### config.mk
export PLATFORM = sky130hd
export DESIGN_NAME = bdc_serial_port
export DESIGN_NICKNAME = d
export VERILOG_FILES = /design/src/hdl/bdc_bit_engine.v /design/src/hdl/bdc_serial_port.v
export VERILOG_INCLUDE_DIRS = /design/src /design/src/inc
export SDC_FILE = /design/constraint.sdc
export NUM_CORES = 1
export LEC_CHECK = 0
export BUFFER_PORTS_ARGS = -buffer_cell sky130_fd_sc_hd__clkbuf_2
export CAP_MARGIN = 30
export CORE_MARGIN = 1.5
export CORE_UTILIZATION = 59
export DETAILED_ROUTE_END_ITERATION = 6
export MAX_ROUTING_LAYER = met4
export PLACE_DENSITY = 0.9
export SETUP_SLACK_MARGIN = 0.02
export SLEW_MARGIN = 0
export SYNTH_ARGS = -nofsm -noshare
export SYNTH_HDL_FRONTEND = slang
export SYNTH_HIERARCHICAL = 1
export SYNTH_SLANG_ARGS = --single-unit
### constraint.sdc
create_clock -name ref_clk -period 7.4 [get_ports ref_clk]
set_input_delay 1.11 -clock ref_clk [delete_from_list [all_inputs] [get_ports ref_clk]]
set_output_delay 1.11 -clock ref_clk [all_outputs]
set_load 0.02 [all_outputs]
### src/inc/bdc_defines.vh
// debug port constants
`ifndef BDC_DEFINES_VH
`define BDC_DEFINES_VH

// ----------------------------------------------------------------
// timing, in debug clock cycles
// ----------------------------------------------------------------
`define BDC_BIT_CYCLES 5'd16
`define BDC_RX_SAMPLE 5'd10
`define BDC_TX_ZERO_LOW 5'd13
`define BDC_TX_ONE_PULSE 5'd7
`define BDC_TIMEOUT 11'd512
`define BDC_DELAY_SLOT 8'd16
`define BDC_EXEC_MIN 8'd4
`define BDC_SYNC_DETECT 8'd64
`define BDC_SYNC_GAP 8'd16
`define BDC_SYNC_LOW 8'd128

// ----------------------------------------------------------------
// opcodes
// ----------------------------------------------------------------
`define BDC_OP_ACK_ON 8'hD5
`define BDC_OP_ACK_OFF 8'hD6
`define BDC_OP_BGND 8'h90
`define BDC_OP_RD_STAT 8'hE4
`define BDC_OP_WR_CTRL 8'hC4
`define BDC_OP_RD_MEM 8'hE0
`define BDC_OP_RD_MEM_WS 8'hE1
`define BDC_OP_RD_LAST 8'hE8
`define BDC_OP_WR_MEM 8'hC0
`define BDC_OP_WR_MEM_WS 8'hC1
`define BDC_OP_RD_MATCH 8'hE2
`define BDC_OP_WR_MATCH 8'hC2
`define BDC_OP_GO 8'h08
`define BDC_OP_STEP 8'h10
`define BDC_OP_TAG_GO 8'h18
`define BDC_OP_RD_A 8'h68
`define BDC_OP_RD_CC 8'h69
`define BDC_OP_RD_PC 8'h6B
`define BDC_OP_RD_HX 8'h6C
`define BDC_OP_RD_SP 8'h6F
`define BDC_OP_RD_NEXT 8'h70
`define BDC_OP_RD_NEXT_WS 8'h71
`define BDC_OP_WR_A 8'h48
`define BDC_OP_WR_CC 8'h49
`define BDC_OP_WR_PC 8'h4B
`define BDC_OP_WR_HX 8'h4C
`define BDC_OP_WR_SP 8'h4F
`define BDC_OP_WR_NEXT 8'h50
`define BDC_OP_WR_NEXT_WS 8'h51

// ----------------------------------------------------------------
// status/control byte layout and resets
// ----------------------------------------------------------------
`define BDC_SC_BGEN 7
`define BDC_SC_BGND 6
`define BDC_SC_ACK 2
`define BDC_SC_WMASK 8'hB8
`define BDC_SC_RESET 8'h00
`define BDC_MATCH_RESET 16'h0000
`define BDC_SEL_HX 3'h4

`endif

### src/hdl/bdc_bit_engine.v
// bit timing of the debug pin
`timescale 1ns/1ps
`include "bdc_defines.vh"

module bdc_bit_engine (
  // clock and reset
  input wire ref_clk,
  input wire sys_rst,
  // pin level and transmit request
  input wire pin_in,
  input wire tx_en,
  input wire tx_bit,
  // bit results
  output reg bit_stb,
  output reg bit_val,
  output reg timeout_stb,
  // drive requests, registered by the caller
  output wire drv_low,
  output wire drv_high
);

  reg pin_prev_reg;
  reg act_reg;
  reg txm_reg;
  reg txb_reg;
  reg [4:0] cnt_reg;
  reg [10:0] idle_reg;
  wire fall;

  assign fall = pin_prev_reg & ~pin_in;

  // ----------------------------------------------------------------
  // bit counter, restarted by each host edge
  // ----------------------------------------------------------------
  always @(posedge ref_clk or posedge sys_rst) begin
    if (sys_rst) begin
      pin_prev_reg <= 1'b1;
      act_reg <= 1'b0;
      txm_reg <= 1'b0;
      txb_reg <= 1'b1;
      cnt_reg <= 5'h00;
      bit_stb <= 1'b0;
      bit_val <= 1'b1;
      idle_reg <= 11'h000;
      timeout_stb <= 1'b0;
    end else begin
      pin_prev_reg <= pin_in;
      bit_stb <= act_reg & (cnt_reg == (`BDC_RX_SAMPLE - 5'd1));
      bit_val <= pin_in;
      if (fall) begin
        act_reg <= 1'b1;
        cnt_reg <= 5'h00;
        txm_reg <= tx_en;
        txb_reg <= tx_bit;
      end else if (act_reg) begin
        cnt_reg <= cnt_reg + 5'd1;
        if (cnt_reg == (`BDC_BIT_CYCLES - 5'd1)) begin
          act_reg <= 1'b0;
        end
      end
      // saturating count since the last host edge
      if (fall) begin
        idle_reg <= 11'h000;
      end else if (idle_reg != `BDC_TIMEOUT) begin
        idle_reg <= idle_reg + 11'd1;
      end
      timeout_stb <= ~fall & (idle_reg == (`BDC_TIMEOUT - 11'd1));
    end
  end

  // ----------------------------------------------------------------
  // caller registers these; offsets absorb the stage
  // ----------------------------------------------------------------
  assign drv_low = (fall & tx_en & ~tx_bit) |
    (act_reg & txm_reg & ~txb_reg & (cnt_reg < (`BDC_TX_ZERO_LOW - 5'd2)));
  assign drv_high = act_reg & txm_reg &
    (cnt_reg == (txb_reg ? (`BDC_TX_ONE_PULSE - 5'd2) : (`BDC_TX_ZERO_LOW - 5'd2)));

endmodule // bdc_bit_engine

### src/hdl/bdc_serial_port.v
// debug command layer
`timescale 1ns/1ps
`include "bdc_defines.vh"

module bdc_serial_port (
  // clock and reset
  input wire ref_clk,
  input wire sys_rst,
  // debug pin, pseudo open drain
  input wire debug_pin_in,
  output reg debug_pin_out,
  output reg debug_pin_oe,
  // target memory
  output reg mem_req,
  output reg mem_we,
  output reg [15:0] mem_addr,
  output reg [7:0] mem_wdata,
  input wire [7:0] mem_rdata,
  // cpu
  input wire cpu_in_background,
  input wire [7:0] cpu_a,
  input wire [7:0] cpu_ccr,
  input wire [15:0] cpu_pc,
  input wire [15:0] cpu_hx,
  input wire [15:0] cpu_sp,
  output reg cpu_wr,
  output reg [2:0] cpu_reg_sel,
  output reg [15:0] cpu_wdata,
  output reg cpu_go,
  output reg cpu_step,
  output reg cpu_bgnd_req,
  // control state
  output reg [15:0] breakpoint_match,
  output reg [7:0] debug_status_control,
  output reg ack_enable
);

  // ----------------------------------------------------------------
  // states and command flags
  // ----------------------------------------------------------------
  localparam [9:0] ST_IDLE = 10'h001;
  localparam [9:0] ST_ADDR = 10'h002;
  localparam [9:0] ST_WDATA = 10'h004;
  localparam [9:0] ST_EXEC = 10'h008;
  localparam [9:0] ST_SS = 10'h010;
  localparam [9:0] ST_RDATA = 10'h020;
  localparam [9:0] ST_SWAIT = 10'h040;
  localparam [9:0] ST_SGAP = 10'h080;
  localparam [9:0] ST_SLOW = 10'h100;
  localparam [9:0] ST_SHI = 10'h200;

  localparam F_KNOWN = 9;
  localparam F_BGND = 8;
  localparam F_ADDR = 7;
  localparam F_W8 = 6;
  localparam F_W16 = 5;
  localparam F_DLY = 4;
  localparam F_SS = 3;
  localparam F_R8 = 2;
  localparam F_R16 = 1;
  localparam F_HX = 0;

  // field layout of each opcode
  function [9:0] cmd_flags;
    input [7:0] op;
    begin
      case (op)
        `BDC_OP_ACK_ON, `BDC_OP_ACK_OFF, `BDC_OP_BGND: cmd_flags = 10'h210;
        `BDC_OP_RD_STAT: cmd_flags = 10'h208;
        `BDC_OP_WR_CTRL: cmd_flags = 10'h240;
        `BDC_OP_RD_MEM: cmd_flags = 10'h294;
        `BDC_OP_RD_MEM_WS: cmd_flags = 10'h29C;
        `BDC_OP_RD_LAST: cmd_flags = 10'h20C;
        `BDC_OP_WR_MEM: cmd_flags = 10'h2D0;
        `BDC_OP_WR_MEM_WS: cmd_flags = 10'h2D8;
        `BDC_OP_RD_MATCH: cmd_flags = 10'h202;
        `BDC_OP_WR_MATCH: cmd_flags = 10'h220;
        `BDC_OP_GO, `BDC_OP_STEP, `BDC_OP_TAG_GO: cmd_flags = 10'h310;
        `BDC_OP_RD_A, `BDC_OP_RD_CC: cmd_flags = 10'h314;
        `BDC_OP_RD_PC, `BDC_OP_RD_HX, `BDC_OP_RD_SP: cmd_flags = 10'h312;
        `BDC_OP_RD_NEXT: cmd_flags = 10'h315;
        `BDC_OP_RD_NEXT_WS: cmd_flags = 10'h31D;
        `BDC_OP_WR_A, `BDC_OP_WR_CC: cmd_flags = 10'h350;
        `BDC_OP_WR_PC, `BDC_OP_WR_HX, `BDC_OP_WR_SP: cmd_flags = 10'h330;
        `BDC_OP_WR_NEXT: cmd_flags = 10'h351;
        `BDC_OP_WR_NEXT_WS: cmd_flags = 10'h359;
        default: cmd_flags = 10'h000;
      endcase
    end
  endfunction

  // phase after stage stg: addr, wdata, exec, status, data
  function [9:0] next_phase;
    input [2:0] stg;
    input [9:0] f;
    begin
      if (stg < 3'd1 && f[F_ADDR])
        next_phase = ST_ADDR;
      else if (stg < 3'd2 && (f[F_W8] | f[F_W16]))
        next_phase = ST_WDATA;
      else if (stg < 3'd3)
        next_phase = ST_EXEC;
      else if (stg < 3'd4 && f[F_SS])
        next_phase = ST_SS;
      else if (stg < 3'd5 && (f[F_R8] | f[F_R16]))
        next_phase = ST_RDATA;
      else
        next_phase = ST_IDLE;
    end
  endfunction

  reg [9:0] state_reg;
  reg [9:0] flags_reg;
  reg [7:0] op_reg;
  reg [15:0] sr_reg;
  reg [3:0] bcnt_reg;
  reg [7:0] dcnt_reg;
  reg [7:0] low_reg;
  reg [15:0] addr_reg;
  reg [15:0] wd_reg;
  reg [15:0] rd_reg;
  reg [15:0] last_reg;
  reg rd_pend_reg;
  reg rd_cap_reg;
  reg allow_reg;

  wire bit_stb;
  wire bit_val;
  wire timeout_stb;
  wire drv_low;
  wire drv_high;
  wire in_sync;
  wire tx_phase;
  wire [9:0] new_flags;
  wire [15:0] shifted;
  wire [3:0] last_bit;
  wire [15:0] hx_inc;
  wire [7:0] status_byte;
  wire [7:0] exec_end;

  assign in_sync = |(state_reg & (ST_SWAIT | ST_SGAP | ST_SLOW | ST_SHI));
  assign tx_phase = |(state_reg & (ST_SS | ST_RDATA));
  assign shifted = {sr_reg[14:0], bit_val};
  assign new_flags = cmd_flags(shifted[7:0]);
  assign hx_inc = cpu_hx + 16'h0001;
  assign status_byte = (debug_status_control & `BDC_SC_WMASK) |
    ({7'h00, cpu_in_background} << `BDC_SC_BGND) |
    ({7'h00, ack_enable} << `BDC_SC_ACK);
  assign exec_end = flags_reg[F_DLY] ? (`BDC_DELAY_SLOT - 8'd1) : (`BDC_EXEC_MIN - 8'd1);
  assign last_bit = (state_reg == ST_IDLE || state_reg == ST_SS) ? 4'd7 :
    (state_reg == ST_ADDR) ? 4'd15 :
    (state_reg == ST_WDATA) ? (flags_reg[F_W16] ? 4'd15 : 4'd7) :
    (flags_reg[F_R16] ? 4'd15 : 4'd7);

  // ----------------------------------------------------------------
  // bit timing
  // ----------------------------------------------------------------
  bdc_bit_engine u_bit (
    .ref_clk(ref_clk),
    .sys_rst(sys_rst),
    .pin_in(debug_pin_in),
    .tx_en(tx_phase),
    .tx_bit(sr_reg[15]),
    .bit_stb(bit_stb),
    .bit_val(bit_val),
    .timeout_stb(timeout_stb),
    .drv_low(drv_low),
    .drv_high(drv_high)
  );

  // ----------------------------------------------------------------
  // pin driver and long-low detector
  // ----------------------------------------------------------------
  always @(posedge ref_clk or posedge sys_rst) begin
    if (sys_rst) begin
      debug_pin_out <= 1'b1;
      debug_pin_oe <= 1'b0;
      low_reg <= 8'h00;
    end else begin
      if (in_sync) begin
        debug_pin_oe <= (state_reg == ST_SLOW) | (state_reg == ST_SHI);
        debug_pin_out <= (state_reg == ST_SHI);
      end else begin
        debug_pin_oe <= drv_low | drv_high;
        debug_pin_out <= drv_high;
      end
      // own drive must not count as a host probe
      if (debug_pin_in | debug_pin_oe | in_sync)
        low_reg <= 8'h00;
      else if (low_reg != `BDC_SYNC_DETECT)
        low_reg <= low_reg + 8'd1;
    end
  end

  // ----------------------------------------------------------------
  // command sequencer
  // ----------------------------------------------------------------
  always @(posedge ref_clk or posedge sys_rst) begin
    if (sys_rst) begin
      state_reg <= ST_IDLE;
      flags_reg <= 10'h000;
      op_reg <= 8'h00;
      sr_reg <= 16'hFFFF;
      bcnt_reg <= 4'h0;
      dcnt_reg <= 8'h00;
      addr_reg <= 16'h0000;
      wd_reg <= 16'h0000;
      rd_reg <= 16'h0000;
      last_reg <= 16'h0000;
      rd_pend_reg <= 1'b0;
      rd_cap_reg <= 1'b0;
      allow_reg <= 1'b0;
      mem_req <= 1'b0;
      mem_we <= 1'b0;
      mem_addr <= 16'h0000;
      mem_wdata <= 8'h00;
      cpu_wr <= 1'b0;
      cpu_reg_sel <= 3'h0;
      cpu_wdata <= 16'h0000;
      cpu_go <= 1'b0;
      cpu_step <= 1'b0;
      cpu_bgnd_req <= 1'b0;
      breakpoint_match <= `BDC_MATCH_RESET;
      debug_status_control <= `BDC_SC_RESET;
      ack_enable <= 1'b0;
    end else begin
      mem_req <= 1'b0;
      cpu_wr <= 1'b0;
      cpu_go <= 1'b0;
      cpu_step <= 1'b0;
      cpu_bgnd_req <= 1'b0;
      // memory data is valid the cycle after the request
      rd_pend_reg <= mem_req & ~mem_we;
      rd_cap_reg <= rd_pend_reg;
      if (rd_pend_reg)
        rd_reg <= {8'h00, mem_rdata};
      if (low_reg == (`BDC_SYNC_DETECT - 8'd1) && !in_sync) begin
        state_reg <= ST_SWAIT;
        bcnt_reg <= 4'h0;
      end else if (timeout_stb && state_reg != ST_EXEC && !in_sync) begin
        state_reg <= ST_IDLE;
        bcnt_reg <= 4'h0;
      end else begin
        case (state_reg)
          ST_IDLE, ST_ADDR, ST_WDATA: begin
            if (bit_stb) begin
              sr_reg <= shifted;
              bcnt_reg <= bcnt_reg + 4'd1;
              if (bcnt_reg == last_bit) begin
                bcnt_reg <= 4'h0;
                dcnt_reg <= 8'h00;
                if (state_reg == ST_IDLE) begin
                  op_reg <= shifted[7:0];
                  flags_reg <= new_flags;
                  // unknown opcodes are dropped
                  state_reg <= new_flags[F_KNOWN] ? next_phase(3'd0, new_flags) : ST_IDLE;
                end else if (state_reg == ST_ADDR) begin
                  addr_reg <= shifted;
                  state_reg <= next_phase(3'd1, flags_reg);
                end else begin
                  wd_reg <= shifted;
                  state_reg <= next_phase(3'd2, flags_reg);
                end
              end
            end
          end
          ST_EXEC: begin
            dcnt_reg <= dcnt_reg + 8'd1;
            if (dcnt_reg == 8'h00) begin
              allow_reg <= ~flags_reg[F_BGND] | cpu_in_background;
              if (!flags_reg[F_BGND] || cpu_in_background) begin
                case (op_reg)
                  `BDC_OP_ACK_ON: ack_enable <= 1'b1;
                  `BDC_OP_ACK_OFF: ack_enable <= 1'b0;
                  `BDC_OP_BGND: cpu_bgnd_req <= debug_status_control[`BDC_SC_BGEN];
                  `BDC_OP_WR_CTRL: debug_status_control <= wd_reg[7:0] & `BDC_SC_WMASK;
                  `BDC_OP_WR_MATCH: breakpoint_match <= wd_reg;
                  `BDC_OP_RD_MATCH: rd_reg <= breakpoint_match;
                  `BDC_OP_RD_MEM, `BDC_OP_RD_MEM_WS: begin
                    mem_req <= 1'b1;
                    mem_we <= 1'b0;
                    mem_addr <= addr_reg;
                    last_reg <= addr_reg;
                  end
                  `BDC_OP_RD_LAST: begin
                    mem_req <= 1'b1;
                    mem_we <= 1'b0;
                    mem_addr <= last_reg;
                  end
                  `BDC_OP_WR_MEM, `BDC_OP_WR_MEM_WS: begin
                    mem_req <= 1'b1;
                    mem_we <= 1'b1;
                    mem_addr <= addr_reg;
                    mem_wdata <= wd_reg[7:0];
                  end
                  `BDC_OP_GO, `BDC_OP_TAG_GO: cpu_go <= 1'b1;
                  `BDC_OP_STEP: cpu_step <= 1'b1;
                  `BDC_OP_RD_A: rd_reg <= {8'h00, cpu_a};
                  `BDC_OP_RD_CC: rd_reg <= {8'h00, cpu_ccr};
                  `BDC_OP_RD_PC: rd_reg <= cpu_pc;
                  `BDC_OP_RD_HX: rd_reg <= cpu_hx;
                  `BDC_OP_RD_SP: rd_reg <= cpu_sp;
                  `BDC_OP_WR_A, `BDC_OP_WR_CC, `BDC_OP_WR_PC, `BDC_OP_WR_HX,
                  `BDC_OP_WR_SP: begin
                    cpu_wr <= 1'b1;
                    cpu_reg_sel <= op_reg[2:0];
                    cpu_wdata <= wd_reg;
                  end
                  `BDC_OP_RD_NEXT, `BDC_OP_RD_NEXT_WS, `BDC_OP_WR_NEXT,
                  `BDC_OP_WR_NEXT_WS: begin
                    cpu_wr <= 1'b1;
                    cpu_reg_sel <= `BDC_SEL_HX;
                    cpu_wdata <= hx_inc;
                    mem_req <= 1'b1;
                    mem_we <= ~op_reg[5];
                    mem_addr <= hx_inc;
                    mem_wdata <= wd_reg[7:0];
                    last_reg <= hx_inc;
                  end
                  default: allow_reg <= allow_reg;
                endcase
              end else begin
                rd_reg <= 16'h0000;
              end
            end
            if (dcnt_reg == exec_end) begin
              state_reg <= next_phase(3'd3, flags_reg);
              sr_reg <= {status_byte, 8'h00};
              if (!flags_reg[F_SS])
                sr_reg <= flags_reg[F_R16] ? rd_reg : {rd_reg[7:0], 8'h00};
            end
          end
          ST_SS, ST_RDATA: begin
            if (bit_stb) begin
              sr_reg <= {sr_reg[14:0], 1'b1};
              bcnt_reg <= bcnt_reg + 4'd1;
              if (bcnt_reg == last_bit) begin
                bcnt_reg <= 4'h0;
                state_reg <= next_phase(state_reg == ST_SS ? 3'd4 : 3'd5, flags_reg);
                if (state_reg == ST_SS)
                  sr_reg <= flags_reg[F_R16] ? rd_reg : {rd_reg[7:0], 8'h00};
              end
            end
          end
          ST_SWAIT: begin
            dcnt_reg <= 8'h00;
            if (debug_pin_in)
              state_reg <= ST_SGAP;
          end
          ST_SGAP: begin
            dcnt_reg <= dcnt_reg + 8'd1;
            if (dcnt_reg == (`BDC_SYNC_GAP - 8'd1)) begin
              dcnt_reg <= 8'h00;
              state_reg <= ST_SLOW;
            end
          end
          ST_SLOW: begin
            dcnt_reg <= dcnt_reg + 8'd1;
            if (dcnt_reg == (`BDC_SYNC_LOW - 8'd1))
              state_reg <= ST_SHI;
          end
          ST_SHI: state_reg <= ST_IDLE;
          default: state_reg <= ST_IDLE;
        endcase
      end
    end
  end

endmodule // bdc_serial_port

==> metrics.txt <==
critical path buffer and inverter count=1; HP Start=sr_reg[15]$_DFFE_PP1P_; TritonCTS clock tree=yes; Synth Register Bits=220; GRT Util Overall=33.2%; fmax=288 MHz; critical path depth=7; ys async rst share=100%; Clock Path Buffers=3; Rows=52; Total Power=2690 uW; max-slew violations=0; EDFF count, synth=0; Rel. slew slack=26.4%; Worst EP arrival=3.87 ns; clk sinks=220; placer congestion estimate=0.980; CTS buffer count=23; Clk pin slew, worst setup/hold paths=0.06 ns; dominant synthesized flop cell=dfrtp_1; reg-to-reg critical path startpoint=state_reg[6]$_DFFE_PP0P_; RSZ-0062 raised after global routing=false; H-tree levels=1; worst path cell trace=or4_1, or3_1, nor3_4, or3b_1, buf_4, nor3_1, a21oi_2; P_leak=0.00610 uW; Die X=146 um; worst setup margin=3.92 ns; Max stage delay on crit path=0.69 ns; reg2reg setup slack=3.92 ns; HPWL Detailed=24300 um; vias in the first global route=10025; Starting Density=60.0%; endpoint type of the worst setup path=flip-flop; met3 routed WL=3340 um; ratio of cells with drive above 1 in the final layout=25.3%; type of the worst setup path=reg2reg; Netlist cell types=90; FILL cells=1505; clk_lat worst skew=0.52 ns; Port Buffers=147; maximum fanout along the worst path=23; Die Area=21400 um2; Worst Hold Class=reg2reg; root buffer cell=clkbuf_16; Die Y=146 um; Cell Area, Synth=12100 um2; initial antenna violation count=1; sequential-to-total area share from yosys stat=45.7%; power per cell area=197 nW/um2; final setup violation count=0; failing checks=DRC; outcome=finished with violations; routed metal-1 wirelength=13200 um; Final TNS setup=0 ns; Max Used Layer=met4; # IOs=152; metal2 WL=16000 um; Worst path top cell family by delay=simple AND/OR/NAND/NOR gates; vias=10695; Crit-path slowest cell=or4_1; Detailed Routing Iterations Pass 1=7; first-pass GRT wire length=54300 um; worst slack, placed=3.96 ns; Setup Skew=0.0132 ns; postcts setup bufs=0; crit path time final=3.48 ns; Fin. Hold Viols=0; final worst-path cycle share=47.0%; WHS Path Cells=2; final core occ=67.7%; Core Area=20200 um2; largest net degree at the start of global routing=125; hold_buf cts=0; Worst-Margin Slew=1.10 ns; final global-route overflow total=0; WP data required=7.79 ns; Worst setup SP type=flip-flop; Register-to-Register Path Depth=7; peak supply drop=0.000180 V; Initial DRC Count=1272; area grow syn2layout=12.8%; PostCTS Resize Cnt=0; Mapped Cells=1218; Routed Antenna Nets=0; CP startpoint=state_reg[6]$_DFFE_PP0P_; DRC=13; Yosys warning count=6; final wirelength=34700 um; Max Cap Viol=0; vias per std cell=6.64; Final #Nets=1410; placed inst area=12900 um2; design area=13700 um2; WL/cell=21.5 um; syn_area_per_cell=9.94 um2
## final timing paths
check | endpoint
max in group asynchronous | addr_reg[0]$_DFFE_PP0P_
min in group asynchronous | addr_reg[11]$_DFFE_PP0P_
worst max-delay path | cpu_reg_sel[2]$_DFFE_PP0P_
worst min-delay path | u_bit/txb_reg$_DFFE_PP1P_
worst min register to register | u_bit/txb_reg$_DFFE_PP1P_
worst max register to register | cpu_reg_sel[2]$_DFFE_PP0P_
## power breakdown
group	internal, uW	switching [uW]	leakage, uW	total, uW
combinational	96.3	122	0.00276	218
clock	682	470	0.000365	1150
sequential	1240	74.6	0.00297	1320
## metrics by stage
stage,std cells,hold slack [ns]
global route,1609,0.500
global placement,1564,0.456
detailed placement,1567,0.467
finish,1610,0.458
floorplan,1221,0.437
CTS,1607,0.466
## per-layer routing
metal	up-vias	GRT usage, %
met2	659	50.7
met5	-	-
met1	5172	42.3
met4	0	17.9
met3	165	5.84
li1	4699	-
## synth_stat cells, types with 20 or more instances
library cell / instances / share of area [%]
a21oi_1: 58 / 2.4
o21ai_0: 71 / 2.9
mux2_2: 83 / 7.7
dfstp_2: 20 / 4.3
mux2i_1: 37 / 3.1
nand3_1: 31 / 1.3
dfrtp_1: 200 / 41
nand2_1: 136 / 4.2
clkbuf_1: 57 / 1.8
inv_1: 29 / 0.90
nor3_1: 26 / 1.1
nor2_1: 59 / 1.8
## worst min-delay path: cells and delay by family (launching register included)
family | cells | cell delay (ns)
flops | 1 | 0.37
simple gates | 2 | 0.09
## area by class of cell
class | instances | area, um2 | area share [%]
clock buffer | 34 | 657 | 4.81
timing repair buffer | 161 | 845 | 6.18
clock inverter | 6 | 83.8 | 0.614
multi-input combinational | 888 | 6090 | 44.6
inverter | 29 | 116 | 0.852
sequential | 220 | 5530 | 40.5
antenna | 2 | 5.00 | 0.0366
tap | 270 | 338 | 2.47
## placed cells by master (no fill, tap or decap), types with 7 or more instances in the layout
master,synthesis,routed
or3_1,10,10
inv_1,29,28
a221o_1,7,7
mux2i_1,37,37
dfstp_2,20,20
nand2b_1,13,13
nor4_1,18,17
nand4_1,19,19
o22ai_1,13,13
o211ai_1,11,11
clkbuf_16,0,23
buf_4,6,13
ha_1,11,11
a22oi_1,17,17
nand2_1,136,136
nor2b_1,16,16
nor3_1,26,26
or2_2,8,8
a221oi_1,14,14
o31ai_1,11,11
o21ai_2,10,10
nor2_1,59,59
clkbuf_1,57,7
a21oi_1,58,58
mux2_1,15,15
and3_1,18,18
nand3_1,31,31
dfrtp_1,200,200
a21o_1,10,10
xor2_1,16,16
a22o_1,10,10
o21ai_0,71,71
mux2_2,83,83
clkbuf_2,0,147
xnor2_1,12,12
## logic make-up after synthesis
kind of cell,after synthesis,synth area share [%]
other,1,0.0310
flip-flops,220,45.7
AND/OR/NAND/NOR,412,18.0
buffers and inverters,113,4.24
adder cells (fa/ha/maj),11,1.14
AO/OA/AOI/OAI,297,16.6
XOR/XNOR,28,2.03
multiplexers,136,12.3
No activity file was read; power rests on OpenSTA's default activity.
